### src/hw/env_meas_pkg.sv
// constants, register map and state codes of the measurement-cycle block
// assumes one 200 MHz clock and a byte-wide internal register port
package env_meas_pkg;

  // ****************************************************************
  // widths
  // ****************************************************************
  localparam int ADDR_W = 8;
  localparam int DATA_W = 8;
  localparam int SAMPLE_W = 20;
  localparam int HUM_W = 16;
  localparam int GAS_W = 10;
  localparam int RANGE_W = 4;
  localparam int ACC_W = 24;
  localparam int PROFILES = 10;

  // ****************************************************************
  // timing
  // ****************************************************************
  localparam int CLK_PERIOD_NS = 5;
  localparam int MS_NS = 1000000;
  localparam int CYCLES_PER_MS = MS_NS / CLK_PERIOD_NS;
  localparam int MS_CNT_W = 18;
  localparam int WAIT_MS_W = 12;

  // ****************************************************************
  // register offsets
  // ****************************************************************
  localparam logic [7:0] A_HEAT_TRIM = 8'h00;
  localparam logic [7:0] A_HEAT_RANGE = 8'h02;
  localparam logic [7:0] A_STATUS = 8'h1d;
  localparam logic [7:0] A_PRESS_MSB = 8'h1f;
  localparam logic [7:0] A_PRESS_LSB = 8'h20;
  localparam logic [7:0] A_PRESS_XLSB = 8'h21;
  localparam logic [7:0] A_TEMP_MSB = 8'h22;
  localparam logic [7:0] A_TEMP_LSB = 8'h23;
  localparam logic [7:0] A_TEMP_XLSB = 8'h24;
  localparam logic [7:0] A_HUM_HIGH = 8'h25;
  localparam logic [7:0] A_HUM_LOW = 8'h26;
  localparam logic [7:0] A_GAS_HIGH = 8'h2a;
  localparam logic [7:0] A_GAS_LOW = 8'h2b;
  localparam logic [7:0] A_TARGET_0 = 8'h5a;
  localparam logic [7:0] A_WAIT_0 = 8'h64;
  localparam logic [7:0] A_CTRL_GAS = 8'h71;
  localparam logic [7:0] A_CTRL_HUM = 8'h72;
  localparam logic [7:0] A_CTRL_MEAS = 8'h74;
  localparam logic [7:0] A_CONFIG = 8'h75;
  localparam logic [7:0] A_HCAL_TWO_HIGH = 8'he1;
  localparam logic [7:0] A_HCAL_NIBBLES = 8'he2;
  localparam logic [7:0] A_HCAL_ONE_HIGH = 8'he3;
  localparam logic [7:0] A_HCAL_THREE = 8'he4;
  localparam logic [7:0] A_HCAL_FOUR = 8'he5;
  localparam logic [7:0] A_HCAL_FIVE = 8'he6;
  localparam logic [7:0] A_HCAL_SIX = 8'he7;
  localparam logic [7:0] A_HCAL_SEVEN = 8'he8;
  localparam logic [7:0] A_GCAL_B_LOW = 8'heb;
  localparam logic [7:0] A_GCAL_B_HIGH = 8'hec;
  localparam logic [7:0] A_GCAL_A = 8'hed;
  localparam logic [7:0] A_GCAL_C = 8'hee;

  // ****************************************************************
  // field positions and values
  // ****************************************************************
  localparam int F_OSRS_T = 5;
  localparam int F_OSRS_P = 2;
  localparam int F_FILTER = 2;
  localparam int F_RUN_GAS = 4;
  localparam int F_RANGE = 4;
  localparam int F_MULT = 6;
  localparam logic [1:0] MODE_SLEEP = 2'h0;
  localparam logic [1:0] MODE_FORCED = 2'h1;
  localparam logic [2:0] OSR_SKIP = 3'h0;
  localparam logic [2:0] OSR_MAX_SHIFT = 3'h4;
  localparam logic [19:0] SKIP_MARK = 20'h80000;

  // ****************************************************************
  // state and channel codes
  // ****************************************************************
  typedef enum logic [2:0] {
    S_IDLE = 3'b000,
    S_CONV = 3'b001,
    S_HEAT = 3'b010,
    S_GAS = 3'b011,
    S_DONE = 3'b100
  } state_t;

  typedef enum logic [1:0] {
    CH_TEMP = 2'b00,
    CH_PRESS = 2'b01,
    CH_HUM = 2'b10,
    CH_GAS = 2'b11
  } chan_t;

endpackage

### src/hw/env_measurement_filter_heater.sv
// measurement cycle: oversampled conversions, filter, heater and gas step
// assumes the serial front end turns host transfers into one-cycle
// register strobes, and the analog side answers each request with
// one adc_valid pulse per sample while the request is held
//
// What this block does
// RULE1: humidity enabled or skipped by three-bit oversampling
// RULE2: humidity result always sixteen-bit raw value
// RULE3: filter only temperature and pressure, twenty bits
// RULE4: new equals old times c-1 plus sample over c
// RULE5: filtered value updates memory and output registers
// RULE6: filter config write resets filter, next sample loads
// RULE7: skipped temperature or pressure keeps memory, outputs skip marker
// RULE8: re-enabled channel filters against retained memory
// RULE9: ten eight-bit hot-plate target codes stored
// RULE10: target code is a heater resistance setpoint
// RULE11: each profile has its own heating duration
// RULE12: heating only after all conversions complete
// RULE13: heating duration from 1 ms to 4032 ms
// RULE14: after heating, measure gas layer resistance
// RULE15: pollable flag sets on new measurement result
// RULE16: host checks gas valid and heater settled
// RULE17: settled flag clear when target not reached
// RULE18: heater range trim at 0x02 bits 5:4
// RULE19: signed heater resistance trim at 0x00
// RULE20: calibration coefficients readable by host
// RULE21: oversampling code zero skips the conversion
// RULE22: mode write 01 triggers one forced cycle
// RULE23: profile selector picks target and duration pair
// RULE24: coefficient one makes the filter transparent
// RULE25: fresh flag sets only after whole cycle
`timescale 1ns/1ps

module env_measurement_filter_heater #(
  parameter int CYC_PER_MS = env_meas_pkg::CYCLES_PER_MS,
  parameter logic [7:0] HEAT_TRIM = 8'h00,  // arbitrary trim value
  parameter logic [1:0] HEAT_RANGE = 2'h0,  // arbitrary trim value
  parameter logic [11:0] HCAL_ONE = 12'h000,
  parameter logic [11:0] HCAL_TWO = 12'h000,
  parameter logic [7:0] HCAL_THREE = 8'h00,
  parameter logic [7:0] HCAL_FOUR = 8'h00,
  parameter logic [7:0] HCAL_FIVE = 8'h00,
  parameter logic [7:0] HCAL_SIX = 8'h00,
  parameter logic [7:0] HCAL_SEVEN = 8'h00,
  parameter logic [7:0] GCAL_A = 8'h00,
  parameter logic [15:0] GCAL_B = 16'h0000,
  parameter logic [7:0] GCAL_C = 8'h00
) (
  input wire logic clk,
  input wire logic reset,
  input wire logic [env_meas_pkg::ADDR_W-1:0] reg_addr,
  input wire logic reg_wr,
  input wire logic [env_meas_pkg::DATA_W-1:0] reg_wdata,
  output logic [env_meas_pkg::DATA_W-1:0] reg_rdata,
  output logic conv_req,
  output logic [1:0] conv_chan,
  input wire logic adc_valid,
  input wire logic [env_meas_pkg::SAMPLE_W-1:0] adc_sample,
  output logic heater_on,
  output logic [7:0] heater_target,
  input wire logic heater_at_target,
  output logic measuring
);
  import env_meas_pkg::*;

  // ****************************************************************
  // state
  // ****************************************************************
  typedef struct packed {
    state_t st;
    chan_t chan;
    logic [2:0] osrs_h;
    logic [2:0] osrs_t;
    logic [2:0] osrs_p;
    logic [1:0] mode;
    logic [2:0] filt;
    logic run_gas;
    logic [3:0] prof;
    logic [PROFILES-1:0][7:0] wait_code;
    logic [PROFILES-1:0][7:0] target;
    logic init_t;
    logic init_p;
    logic [19:0] mem_t;
    logic [19:0] mem_p;
    logic [19:0] out_t;
    logic [19:0] out_p;
    logic [HUM_W-1:0] out_h;
    logic [GAS_W-1:0] gas_adc;
    logic [RANGE_W-1:0] gas_rng;
    logic gas_valid;
    logic heat_stab;
    logic new_data;
    logic [ACC_W-1:0] acc;
    logic [4:0] nsamp;
    logic [MS_CNT_W-1:0] ms_cnt;
    logic [WAIT_MS_W-1:0] ms_left;
    logic conv_req;
    logic heater_on;
    logic [7:0] rdata;
    logic [7:0] tgt;
    logic busy;
  } state_all_t;

  state_all_t s_q, s_d;

  // ****************************************************************
  // helpers
  // ****************************************************************
  function automatic logic [19:0] iir_step(input logic [19:0] m,
                                           input logic [19:0] x,
                                           input logic [2:0] k);
    logic [27:0] t;
    t = ({8'h00, m} << k) - {8'h00, m} + {8'h00, x};
    t = t >> k;
    return t[19:0];
  endfunction

  logic [2:0] osr_cur;
  logic [2:0] shift_cur;
  logic [ACC_W-1:0] acc_next;
  logic [ACC_W-1:0] avg;
  logic last_sample;
  logic [3:0] psel;
  logic [5:0] wait_base;
  logic [WAIT_MS_W-1:0] wait_ms;
  logic ms_tick;
  logic start;

  always_comb begin
    unique case (s_q.chan)
      CH_TEMP: osr_cur = s_q.osrs_t;
      CH_PRESS: osr_cur = s_q.osrs_p;
      default: osr_cur = s_q.osrs_h;
    endcase
    // codes above 16x behave as 16x
    shift_cur = (osr_cur > OSR_MAX_SHIFT) ? OSR_MAX_SHIFT
                                          : osr_cur - 3'h1;
    acc_next = s_q.acc + {{(ACC_W-SAMPLE_W){1'b0}}, adc_sample};
    avg = acc_next >> shift_cur;
    last_sample = (s_q.nsamp == 5'(5'h1 << shift_cur) - 5'h1);
    // an out-of-range selector falls back to profile zero
    psel = (s_q.prof < 4'(PROFILES)) ? s_q.prof : 4'h0;
    wait_base = s_q.wait_code[psel][F_MULT-1:0];
    // 6-bit count times 1, 4, 16 or 64 ms; a zero count is taken as 1
    wait_ms = {6'h00, (wait_base == 6'h00) ? 6'h01 : wait_base}
              << {s_q.wait_code[psel][7:F_MULT], 1'b0};  // [RULE13]
    ms_tick = (s_q.ms_cnt == MS_CNT_W'(CYC_PER_MS - 1));
    start = reg_wr && (reg_addr == A_CTRL_MEAS)
            && (reg_wdata[1:0] == MODE_FORCED)
            && (s_q.st == S_IDLE);  // [RULE22]
  end

  // ****************************************************************
  // next state
  // ****************************************************************
  always_comb begin
    s_d = s_q;

    // register writes; mode writes while busy are dropped
    if (reg_wr) begin
      if (reg_addr == A_CTRL_HUM) begin
        s_d.osrs_h = reg_wdata[2:0];  // [RULE1]
      end
      if (reg_addr == A_CTRL_MEAS) begin
        s_d.osrs_t = reg_wdata[F_OSRS_T+:3];
        s_d.osrs_p = reg_wdata[F_OSRS_P+:3];
        if (s_q.st == S_IDLE) begin
          s_d.mode = reg_wdata[1:0];
        end
      end
      if (reg_addr == A_CONFIG) begin
        s_d.filt = reg_wdata[F_FILTER+:3];
        s_d.init_t = 1'b1;  // [RULE6]
        s_d.init_p = 1'b1;  // [RULE6]
      end
      if (reg_addr == A_CTRL_GAS) begin
        s_d.run_gas = reg_wdata[F_RUN_GAS];
        s_d.prof = reg_wdata[3:0];  // [RULE23]
      end
      for (int i = 0; i < PROFILES; i++) begin
        if (reg_addr == A_TARGET_0 + 8'(i)) begin
          s_d.target[i] = reg_wdata;  // [RULE9] [RULE10]
        end
        if (reg_addr == A_WAIT_0 + 8'(i)) begin
          s_d.wait_code[i] = reg_wdata;  // [RULE11]
        end
      end
    end

    unique case (s_q.st)
      S_IDLE: begin
        if (start) begin
          s_d.st = S_CONV;
          s_d.chan = CH_TEMP;
          s_d.new_data = 1'b0;
          s_d.gas_valid = 1'b0;
          s_d.acc = '0;
          s_d.nsamp = '0;
        end
      end
      S_CONV: begin
        if (osr_cur == OSR_SKIP) begin
          // skipped: memory untouched, marker in the temperature or pressure result
          if (s_q.chan == CH_TEMP) begin
            s_d.out_t = SKIP_MARK;  // [RULE7] [RULE21]
          end else if (s_q.chan == CH_PRESS) begin
            s_d.out_p = SKIP_MARK;  // [RULE7] [RULE21]
          end
          s_d.conv_req = 1'b0;
        end else begin
          s_d.conv_req = 1'b1;
          if (adc_valid) begin
            s_d.acc = acc_next;
            s_d.nsamp = s_q.nsamp + 5'h1;
          end
        end
        if (osr_cur == OSR_SKIP || (adc_valid && last_sample)) begin
          if (osr_cur != OSR_SKIP) begin
            unique case (s_q.chan)
              CH_TEMP: begin
                // a pending reset loads the sample unchanged; otherwise
                // the retained memory is used, even after a skip
                s_d.mem_t = s_q.init_t ? avg[19:0]
                  : iir_step(s_q.mem_t, avg[19:0], s_q.filt);  // [RULE4] [RULE8] [RULE24]
                s_d.out_t = s_d.mem_t;  // [RULE3] [RULE5]
                // a config write in this same cycle keeps the reset pending
                s_d.init_t = reg_wr && (reg_addr == A_CONFIG);  // [RULE6]
              end
              CH_PRESS: begin
                s_d.mem_p = s_q.init_p ? avg[19:0]
                  : iir_step(s_q.mem_p, avg[19:0], s_q.filt);  // [RULE4] [RULE8] [RULE24]
                s_d.out_p = s_d.mem_p;  // [RULE3] [RULE5]
                s_d.init_p = reg_wr && (reg_addr == A_CONFIG);  // [RULE6]
              end
              default: begin
                s_d.out_h = avg[HUM_W-1:0];  // [RULE2] [RULE3]
              end
            endcase
          end
          s_d.conv_req = 1'b0;
          s_d.acc = '0;
          s_d.nsamp = '0;
          if (s_q.chan == CH_TEMP) begin
            s_d.chan = CH_PRESS;
          end else if (s_q.chan == CH_PRESS) begin
            s_d.chan = CH_HUM;
          end else if (s_q.run_gas) begin
            // heater starts only once all three channels are done
            s_d.st = S_HEAT;  // [RULE12]
            s_d.heater_on = 1'b1;
            s_d.ms_cnt = '0;
            s_d.ms_left = wait_ms;  // [RULE11] [RULE23]
          end else begin
            s_d.st = S_DONE;
          end
        end
      end
      S_HEAT: begin
        s_d.ms_cnt = ms_tick ? '0 : s_q.ms_cnt + MS_CNT_W'(1);
        if (ms_tick) begin
          s_d.ms_left = s_q.ms_left - WAIT_MS_W'(1);
          if (s_q.ms_left == WAIT_MS_W'(1)) begin
            s_d.heat_stab = heater_at_target;  // [RULE17]
            s_d.heater_on = 1'b0;
            s_d.st = S_GAS;
            s_d.chan = CH_GAS;
            s_d.conv_req = 1'b1;  // [RULE14]
          end
        end
      end
      S_GAS: begin
        if (adc_valid) begin
          s_d.gas_adc = adc_sample[GAS_W-1:0];  // [RULE14]
          s_d.gas_rng = adc_sample[GAS_W+:RANGE_W];
          s_d.gas_valid = 1'b1;
          s_d.conv_req = 1'b0;
          s_d.st = S_DONE;
        end
      end
      S_DONE: begin
        s_d.new_data = 1'b1;  // [RULE15] [RULE25]
        s_d.mode = MODE_SLEEP;
        s_d.st = S_IDLE;
      end
      default: begin
        s_d.st = S_IDLE;
      end
    endcase

    // outputs taken from the next state, so they line up with st and target
    s_d.busy = s_d.st != S_IDLE;
    s_d.tgt = s_d.target[(s_d.prof < 4'(PROFILES)) ? s_d.prof : 4'h0];

    // read data, registered
    s_d.rdata = '0;
    for (int i = 0; i < PROFILES; i++) begin
      if (reg_addr == A_TARGET_0 + 8'(i)) begin
        s_d.rdata = s_q.target[i];
      end
      if (reg_addr == A_WAIT_0 + 8'(i)) begin
        s_d.rdata = s_q.wait_code[i];
      end
    end
    case (reg_addr)
      A_HEAT_TRIM: s_d.rdata = HEAT_TRIM;  // [RULE19]
      A_HEAT_RANGE: s_d.rdata = {2'h0, HEAT_RANGE, 4'h0};  // [RULE18]
      A_STATUS: s_d.rdata = {s_q.new_data, 1'b0,
                             s_q.st != S_IDLE, 1'b0, s_q.prof};
      A_PRESS_MSB: s_d.rdata = s_q.out_p[19:12];
      A_PRESS_LSB: s_d.rdata = s_q.out_p[11:4];
      A_PRESS_XLSB: s_d.rdata = {s_q.out_p[3:0], 4'h0};
      A_TEMP_MSB: s_d.rdata = s_q.out_t[19:12];
      A_TEMP_LSB: s_d.rdata = s_q.out_t[11:4];
      A_TEMP_XLSB: s_d.rdata = {s_q.out_t[3:0], 4'h0};
      A_HUM_HIGH: s_d.rdata = s_q.out_h[15:8];
      A_HUM_LOW: s_d.rdata = s_q.out_h[7:0];
      A_GAS_HIGH: s_d.rdata = s_q.gas_adc[9:2];
      A_GAS_LOW: s_d.rdata = {s_q.gas_adc[1:0], s_q.gas_valid,
                              s_q.heat_stab, s_q.gas_rng};
      A_CTRL_GAS: s_d.rdata = {3'h0, s_q.run_gas, s_q.prof};
      A_CTRL_HUM: s_d.rdata = {5'h00, s_q.osrs_h};
      A_CTRL_MEAS: s_d.rdata = {s_q.osrs_t, s_q.osrs_p, s_q.mode};
      A_CONFIG: s_d.rdata = {3'h0, s_q.filt, 2'h0};
      A_HCAL_TWO_HIGH: s_d.rdata = HCAL_TWO[11:4];  // [RULE20]
      A_HCAL_NIBBLES: s_d.rdata = {HCAL_TWO[3:0], HCAL_ONE[3:0]};
      A_HCAL_ONE_HIGH: s_d.rdata = HCAL_ONE[11:4];
      A_HCAL_THREE: s_d.rdata = HCAL_THREE;
      A_HCAL_FOUR: s_d.rdata = HCAL_FOUR;
      A_HCAL_FIVE: s_d.rdata = HCAL_FIVE;
      A_HCAL_SIX: s_d.rdata = HCAL_SIX;
      A_HCAL_SEVEN: s_d.rdata = HCAL_SEVEN;
      A_GCAL_B_LOW: s_d.rdata = GCAL_B[7:0];
      A_GCAL_B_HIGH: s_d.rdata = GCAL_B[15:8];
      A_GCAL_A: s_d.rdata = GCAL_A;
      A_GCAL_C: s_d.rdata = GCAL_C;
      default: ;
    endcase
  end

  always_ff @(posedge clk) begin
    if (reset) begin
      s_q <= '0;
      s_q.init_t <= 1'b1;
      s_q.init_p <= 1'b1;
      s_q.out_t <= SKIP_MARK;
      s_q.out_p <= SKIP_MARK;
    end else begin
      s_q <= s_d;
    end
  end

  // ****************************************************************
  // outputs
  // ****************************************************************
  assign reg_rdata = s_q.rdata;
  assign conv_req = s_q.conv_req;
  assign conv_chan = s_q.chan;
  assign heater_on = s_q.heater_on;
  assign heater_target = s_q.tgt;
  assign measuring = s_q.busy;
endmodule  // env_measurement_filter_heater

### config.mk
export PLATFORM = sky130hd
export DESIGN_NAME = env_measurement_filter_heater
export DESIGN_NICKNAME = d
export VERILOG_FILES = /design/src/hw/env_meas_pkg.sv /design/src/hw/env_measurement_filter_heater.sv
export SDC_FILE = /design/constraint.sdc
export NUM_CORES = 1
export LEC_CHECK = 0
export BUFFER_PORTS_ARGS = -buffer_cell sky130_fd_sc_hd__clkbuf_2
export CORE_UTILIZATION = 40
export CTS_BUF_LIST = sky130_fd_sc_hd__clkbuf_8
export DETAILED_ROUTE_END_ITERATION = 12
export GPL_TIMING_DRIVEN = 0
export HOLD_SLACK_MARGIN = 0.1
export PLACE_DENSITY = 0.63
export REMOVE_ABC_BUFFERS = 1
export SLEW_MARGIN = 20
export SYNTH_ARGS = -nofsm -noshare
export SYNTH_HDL_FRONTEND = slang
export SYNTH_SLANG_ARGS = --single-unit
### constraint.sdc
create_clock -name clk -period 8.8 [get_ports clk]
set_clock_uncertainty 0.05 [all_clocks]
set_input_delay 2.2 -clock clk [delete_from_list [all_inputs] [get_ports clk]]
set_output_delay 2.2 -clock clk [all_outputs]
set_load 0.03 [all_outputs]
* Yosys cells after proc, flatten, opt, wreduce, memory -nomap -nowiden
Cells that the tools add are included.
** Storage, ports and cells
- Output and inout bits :: 21
- Bits in registers :: 377
** Cells by class
- Bitwise gates (word level) :: 1
- Eq/ne operators :: 68
- Shift operators :: 7
- $lt $le $gt $ge :: 5
- Reductions and logical operators :: 51
- Add/sub/neg operators :: 10
- Multiplexer cells :: 104
** Operator list (number)
- $mux 8 :: 42
- $mux 98 :: 3
- $eq 8x7->1 const B :: 24
- $mux 20 :: 9
- $mux 166 :: 1
- $pmux 8 s16 :: 1
- $mux 30 :: 4
- $eq 8x8->1 const B :: 12
- $eq 8x6->1 const B :: 9
- $bmux 8 s4 :: 2
- $mux 61 :: 1
- $pmux 30 s2 :: 1
- $mux 29 :: 2
- $pmux 29 s2 :: 1
- $add 28x20->28 :: 2
- $shl 20x3->28 :: 2
- $shr 28x3->20 :: 2
- $sub 28x20->28 :: 2
- $mux 40 :: 1
- $reduce_and 2->1 :: 16
- $add 24x20->24 :: 1
- $shr 24x3->20 :: 1
- $mux 5 :: 4
- $reduce_and 4->1 :: 5
- other kinds (49) :: 98

* Depth between registers and ports, before layout
- Depth in word-level cells :: 22
- Mapped depth :: 30
- Gate-level depth less buffers :: 27

* Least setup slack after synthesis
No wires, ideal clock.
- Path type :: input-to-reg
- Start :: input port adc_sample[0] (netlist bit)
- End :: register s_q[150] (netlist bit)
- Data required time :: 8.674 ns
- Path slack :: 0.745 ns
- Stages :: 26
- Arrival time :: 7.929 ns
- Cells stage by stage :: ha_1 inv_1 fa_1 nor2b_1 o31a_1 o211a_1 or2_1 o311a_1 a22oi_1 mux2i_1 mux2i_1 inv_1 fa_1 ha_1 clkbuf_1 o211a_1 o211a_1 a22o_1 a221oi_1 o21bai_1 a311oi_1 mux2_2 or4b_1 o21a_1 a21o_1 o21ai_0
** On the way
- Cells in the longest elaborated chain, start to end :: 8
** Ends and longest elaborated chain
- from (decl) :: RTL line env_measurement_filter_heater.sv:58 : input wire logic [env_meas_pkg::SAMPLE_W-1:0] adc_sample,
- $add 24x20->24 :: RTL line env_measurement_filter_heater.sv:138 : acc_next = s_q.acc + {{(ACC_W-SAMPLE_W){1'b0}}, adc_sample};
- $shr 24x3->20 :: RTL line env_measurement_filter_heater.sv:139 : avg = acc_next >> shift_cur;
- named net avg[11] :: RTL line env_measurement_filter_heater.sv:121 : logic [ACC_W-1:0] avg;
- $add 28x20->28 :: RTL line env_measurement_filter_heater.sv:113 : t = ({8'h00, m} << k) - {8'h00, m} + {8'h00, x};
- $shr 28x3->20 :: RTL line env_measurement_filter_heater.sv:114 : t = t >> k;
- $mux 20 :: RTL line env_measurement_filter_heater.sv:223 : s_d.mem_t = s_q.init_t ? avg[19:0]
- $mux 20 :: RTL line env_measurement_filter_heater.sv:219 : unique case (s_q.chan)
- $mux 98 :: RTL line env_measurement_filter_heater.sv:218 : if (osr_cur != OSR_SKIP) begin
- $mux 98 :: RTL line env_measurement_filter_heater.sv:217 : if (osr_cur == OSR_SKIP || (adc_valid && last_sample)) begin
- to (decl) :: RTL line env_measurement_filter_heater.sv:104 : state_all_t s_q, s_d;
The timed path passes the listed nets, and every way through them passes these cells.
A chain may end at the register's enable or synchronous reset.

* Final worst setup path
- Start :: input port adc_sample[0] (netlist bit)
- End :: register s_q[130] (netlist bit)
** On the way
- Cells in the longest elaborated chain, start to end :: 8
** Ends and longest elaborated chain
- $add 24x20->24 :: RTL line env_measurement_filter_heater.sv:138
- $shr 24x3->20 :: RTL line env_measurement_filter_heater.sv:139
- named net avg[11] :: RTL line env_measurement_filter_heater.sv:121
- $add 28x20->28 :: RTL line env_measurement_filter_heater.sv:113
- $shr 28x3->20 :: RTL line env_measurement_filter_heater.sv:114
- $mux 20 :: RTL line env_measurement_filter_heater.sv:230 : s_d.mem_p = s_q.init_p ? avg[19:0]
- $mux 20 :: RTL line env_measurement_filter_heater.sv:219
- $mux 98 :: RTL line env_measurement_filter_heater.sv:218
- $mux 98 :: RTL line env_measurement_filter_heater.sv:217
The timed path passes the listed nets, and every way through them passes these cells.

==> flow_metrics.py <==
metrics = {
    "timing": {
        "min_period_ns": 8.57,
        "worst_pin_slew_ns": 1.16,
        "hold_viol": 0,
        "setup_viol": 0,
        "rsz0062_at_grt": "yes",
        "maxSlewViolCount": 0,
        "slew_headroom": 0.225,
        "fmax_ghz": 0.117,
        "finalCritPeriodShare": 0.974,
        "setup-tns-final_ns": 0,
        "fin_hold_ws_ns": 0.404,
        "setup_slack_ns": 0.229,
    },
    "clock_tree": {
        "cts_made_buffers": 68,
        "clkSlewWorstSetupHoldPaths_ns": 0.06,
        "clock_path_buffers": 3,
        "cts_tree": "yes",
        "cts_root_buf": "clkbuf_8",
        "clock_latency_ns": 0.65,
        "cts.sinks": 377,
        "hold_buffers": 0,
        "h-tree-depth": 3,
    },
    "grt": {
        "antenna_found_initial": 3,
        "grt_pass1_wl_mm": 149,
        "busiest_layer": "met2",
        "grt.total_usage": 0.269,
        "met1_usage": 0.377,
        "use_met3": 0.0599,
        "gr-total-overflow": 0,
        "grt_max_degree": 108,
        "grt_pass1_vias": 25200,
        "use_met2": 0.398,
    },
    "logic_synthesis": {
        "synth_cells": 3593,
        "yosys.area_share.adder": 0.0664,
        "synth-compound-area-share": 0.268,
        "ys_types": 107,
        "ys_dominant_reg_cell": "dfxtp_1",
        "synth_mux_area_frac": 0.102,
        "synth_area_mm2": 0.0278,
        "synth_top_family_by_area": "compound AO/OA/AOI/OAI gates",
        "async_flop_share": 0,
        "synth_warnings": 0,
        "synthXorXnorAreaFrac": 0.0252,
        "synthSimpleGateAreaFrac": 0.209,
        "ys_ff_latch": 377,
        "synth-edff-count": 0,
        "yosysSeqAreaShare": 0.272,
        "postSynthAreaPerCell_um2": 7.74,
    },
    "routing": {
        "drtPass1Iterations": 8,
        "wl_per_cell_um": 21.7,
        "viasPerCell": 6.16,
        "detail-route-antenna-nets": 0,
        "drt-total-wl_mm": 97.0,
        "drc": 0,
        "vias": 27500,
        "drtIter0Drc": 3010,
    },
    "critical_path": {
        "end_kind": "flop",
        "crit_required_ns": 9.25,
        "arrival_ns": 9.02,
        "critical_path_class": "primary input to flop",
        "startpoint_type": "primary input",
        "critical_path.max_fanout": 7,
    },
    "cells_and_area": {
        "multi_input_area_mm2": 0.0189,
        "register_area_mm2": 0.00756,
        "final_cells": 4459,
        "final_nets": 3640,
        "syn_to_final_growth_pct": 8.92,
        "nFillCells": 7119,
        "drive_above_1_share": 0.109,
    },
    "pwr": {
        "p_leak_nw": 11.9,
        "vdd_ir_drop_max_mv": 0.135,
        "total_power_mw": 4.04,
        "powerDensity_mw_per_mm2": 134,
    },
    "floorplanning": {
        "die_x_um": 266,
        "row_count": 96,
        "core_area_mm2": 0.0687,
        "die_area_mm2": 0.0705,
        "io_pins": 62,
        "start_util": 0.405,
        "die_y_um": 266,
    },
    "outcome": {
        "status": "finished clean",
    },
    "flow_run": {
        "maxCapViolCount": 0,
    },
    "placed_design": {
        "portBuffers": 61,
        "globalplace.congestion": 0.942,
        "post-place-ws_ns": -0.763,
        "dp.cells": 4334,
        "place_hpwl_mm": 70.0,
    },
    "min_path": {
        "hold_path.class": "flop to flop",
    },
}
kinds of logic (layout without fill, tap and decap cells):
kind of cell / Yosys count / count (layout)
muxes: 239 / 239
adders and majority gates: 123 / 123
other: 0 / 1
and+or+nand+nor: 1291 / 1291
buffers and inverters: 385 / 319
DFF: 377 / 377
AOI/OAI and AO/OA: 1098 / 1098
xor gates and xnor gates: 80 / 80
registers in the layout, indices dropped and copies added (netlist names):
| signal | cells |
|---|---|
| heater_target | 8 |
| heater_on | 1 |
| conv_chan | 2 |
| measuring | 1 |
| conv_req | 1 |
| reg_rdata | 8 |
| s_q | 356 |
critical path, stage by stage:
cell	delay [ns]
clkbuf_2	0.16
ha_1	0.26
inv_1	0.08
fa_1	0.20
nor2b_1	0.07
o31a_1	0.30
o211a_2	0.35
or2_1	0.30
o311a_1	0.40
a22oi_1	0.21
mux2i_1	0.19
mux2i_4	0.33
inv_1	0.19
fa_1	0.49
ha_1	0.32
o21a_1	0.16
o21a_1	0.26
o2bb2ai_1	0.36
a21o_1	0.25
o221ai_1	0.18
a31oi_1	0.24
xnor2_1	0.12
a2111oi_0	0.46
a32oi_1	0.37
a2111oi_1	0.46
a21oi_1	0.07
cell usage after synthesis, types with 21 or more instances:
| library cell | instances | area, µm² |
|---|---|---|
| nand2_1 | 495 | 1860 |
| dfxtp_1 | 377 | 7550 |
| nor2_1 | 357 | 1340 |
| a21oi_1 | 304 | 1520 |
| clkbuf_1 | 185 | 694 |
| o21ai_0 | 172 | 861 |
| mux2i_1 | 166 | 1660 |
| nand3_1 | 158 | 791 |
| inv_1 | 115 | 432 |
| a211oi_1 | 95 | 713 |
| ha_1 | 82 | 1030 |
| nor3_1 | 72 | 360 |
| a22oi_1 | 68 | 510 |
| a21o_1 | 57 | 428 |
| a22o_1 | 45 | 394 |
| xnor2_1 | 43 | 377 |
| a31oi_1 | 41 | 257 |
| fa_1 | 41 | 821 |
| mux2_2 | 38 | 428 |
| xor2_1 | 37 | 324 |
| a221oi_1 | 36 | 315 |
| mux4_2 | 31 | 698 |
| buf_2 | 30 | 150 |
| buf_1 | 29 | 109 |
| and2_1 | 28 | 175 |
| o211ai_1 | 27 | 203 |
| o21a_1 | 25 | 188 |
| nor2b_1 | 24 | 150 |
| and3_1 | 22 | 138 |
| buf_4 | 22 | 165 |
| nand4_1 | 21 | 131 |
metrics by stage:
step / cell area [µm²] / util
after floorplan: 26700 / -
after detailed placement: 28600 / 0.416
final: 30300 / 0.441
after global routing: 30300 / 0.441
after global placement: 28100 / 0.409
after CTS: 30100 / 0.438
worst paths after layout:
path	startpoint	to	slack, ns	cells after the start
max reg2reg	conv_chan[0]$_SDFFE_PP0P_	s_q[130]$_SDFFE_PP1P_	0.62	24
min	s_q[117]$_SDFFE_PP0P_	s_q[117]$_SDFFE_PP0P_	0.40	2
min reg2reg	s_q[117]$_SDFFE_PP0P_	s_q[117]$_SDFFE_PP0P_	0.40	2
max	adc_sample[0]	s_q[130]$_SDFFE_PP1P_	0.23	26
area by class of cell:
class,instances,share of cell area
multi-input combinational,2831,0.626
sequential,377,0.250
clock buffer,94,0.0427
tap,931,0.0385
timing repair buffer,81,0.0214
inverter,117,0.0148
clock inverter,27,0.00715
antenna,1,0.0000827
what timing repair did:
| action | 4_1_cts | 5_1_grt |
|---|---|---|
| gates resized for setup | 6 | 23 |
| setup buffers | 0 | 3 |
| setup endpoints to repair | 5 | 18 |
| hold endpoints to repair | 0 | 0 |
| pin swaps | 0 | 3 |
placed cells by master, fill, tap and decap left out, drive strengths merged, types with 41 or more instances in the layout:
cell type  instances
a31oi             41
inv              126
xnor2             43
clkbuf           155
a21o              57
a21oi            306
nor2             359
a22oi             68
o21ai            190
fa                41
mux2i            169
nand2            498
nand3            160
a22o              45
nor3              74
dfxtp            377
a211oi            99
ha                82
report_power, final:
part | switching [mW] | internal [mW] | total, mW
logic | 0.313 | 0.168 | 0.481
clock network | 0.812 | 1.04 | 1.85
registers | 0.00151 | 1.71 | 1.71
per-layer routing:
metal | part of all wire | vias up
met2 | 0.43 | 1337
met3 | 0.099 | 212
li1 | - | 12900
met1 | 0.44 | 13000
met5 | 0.00029 | -
met4 | 0.035 | 4
No activity file was read; power rests on OpenSTA's default activity.
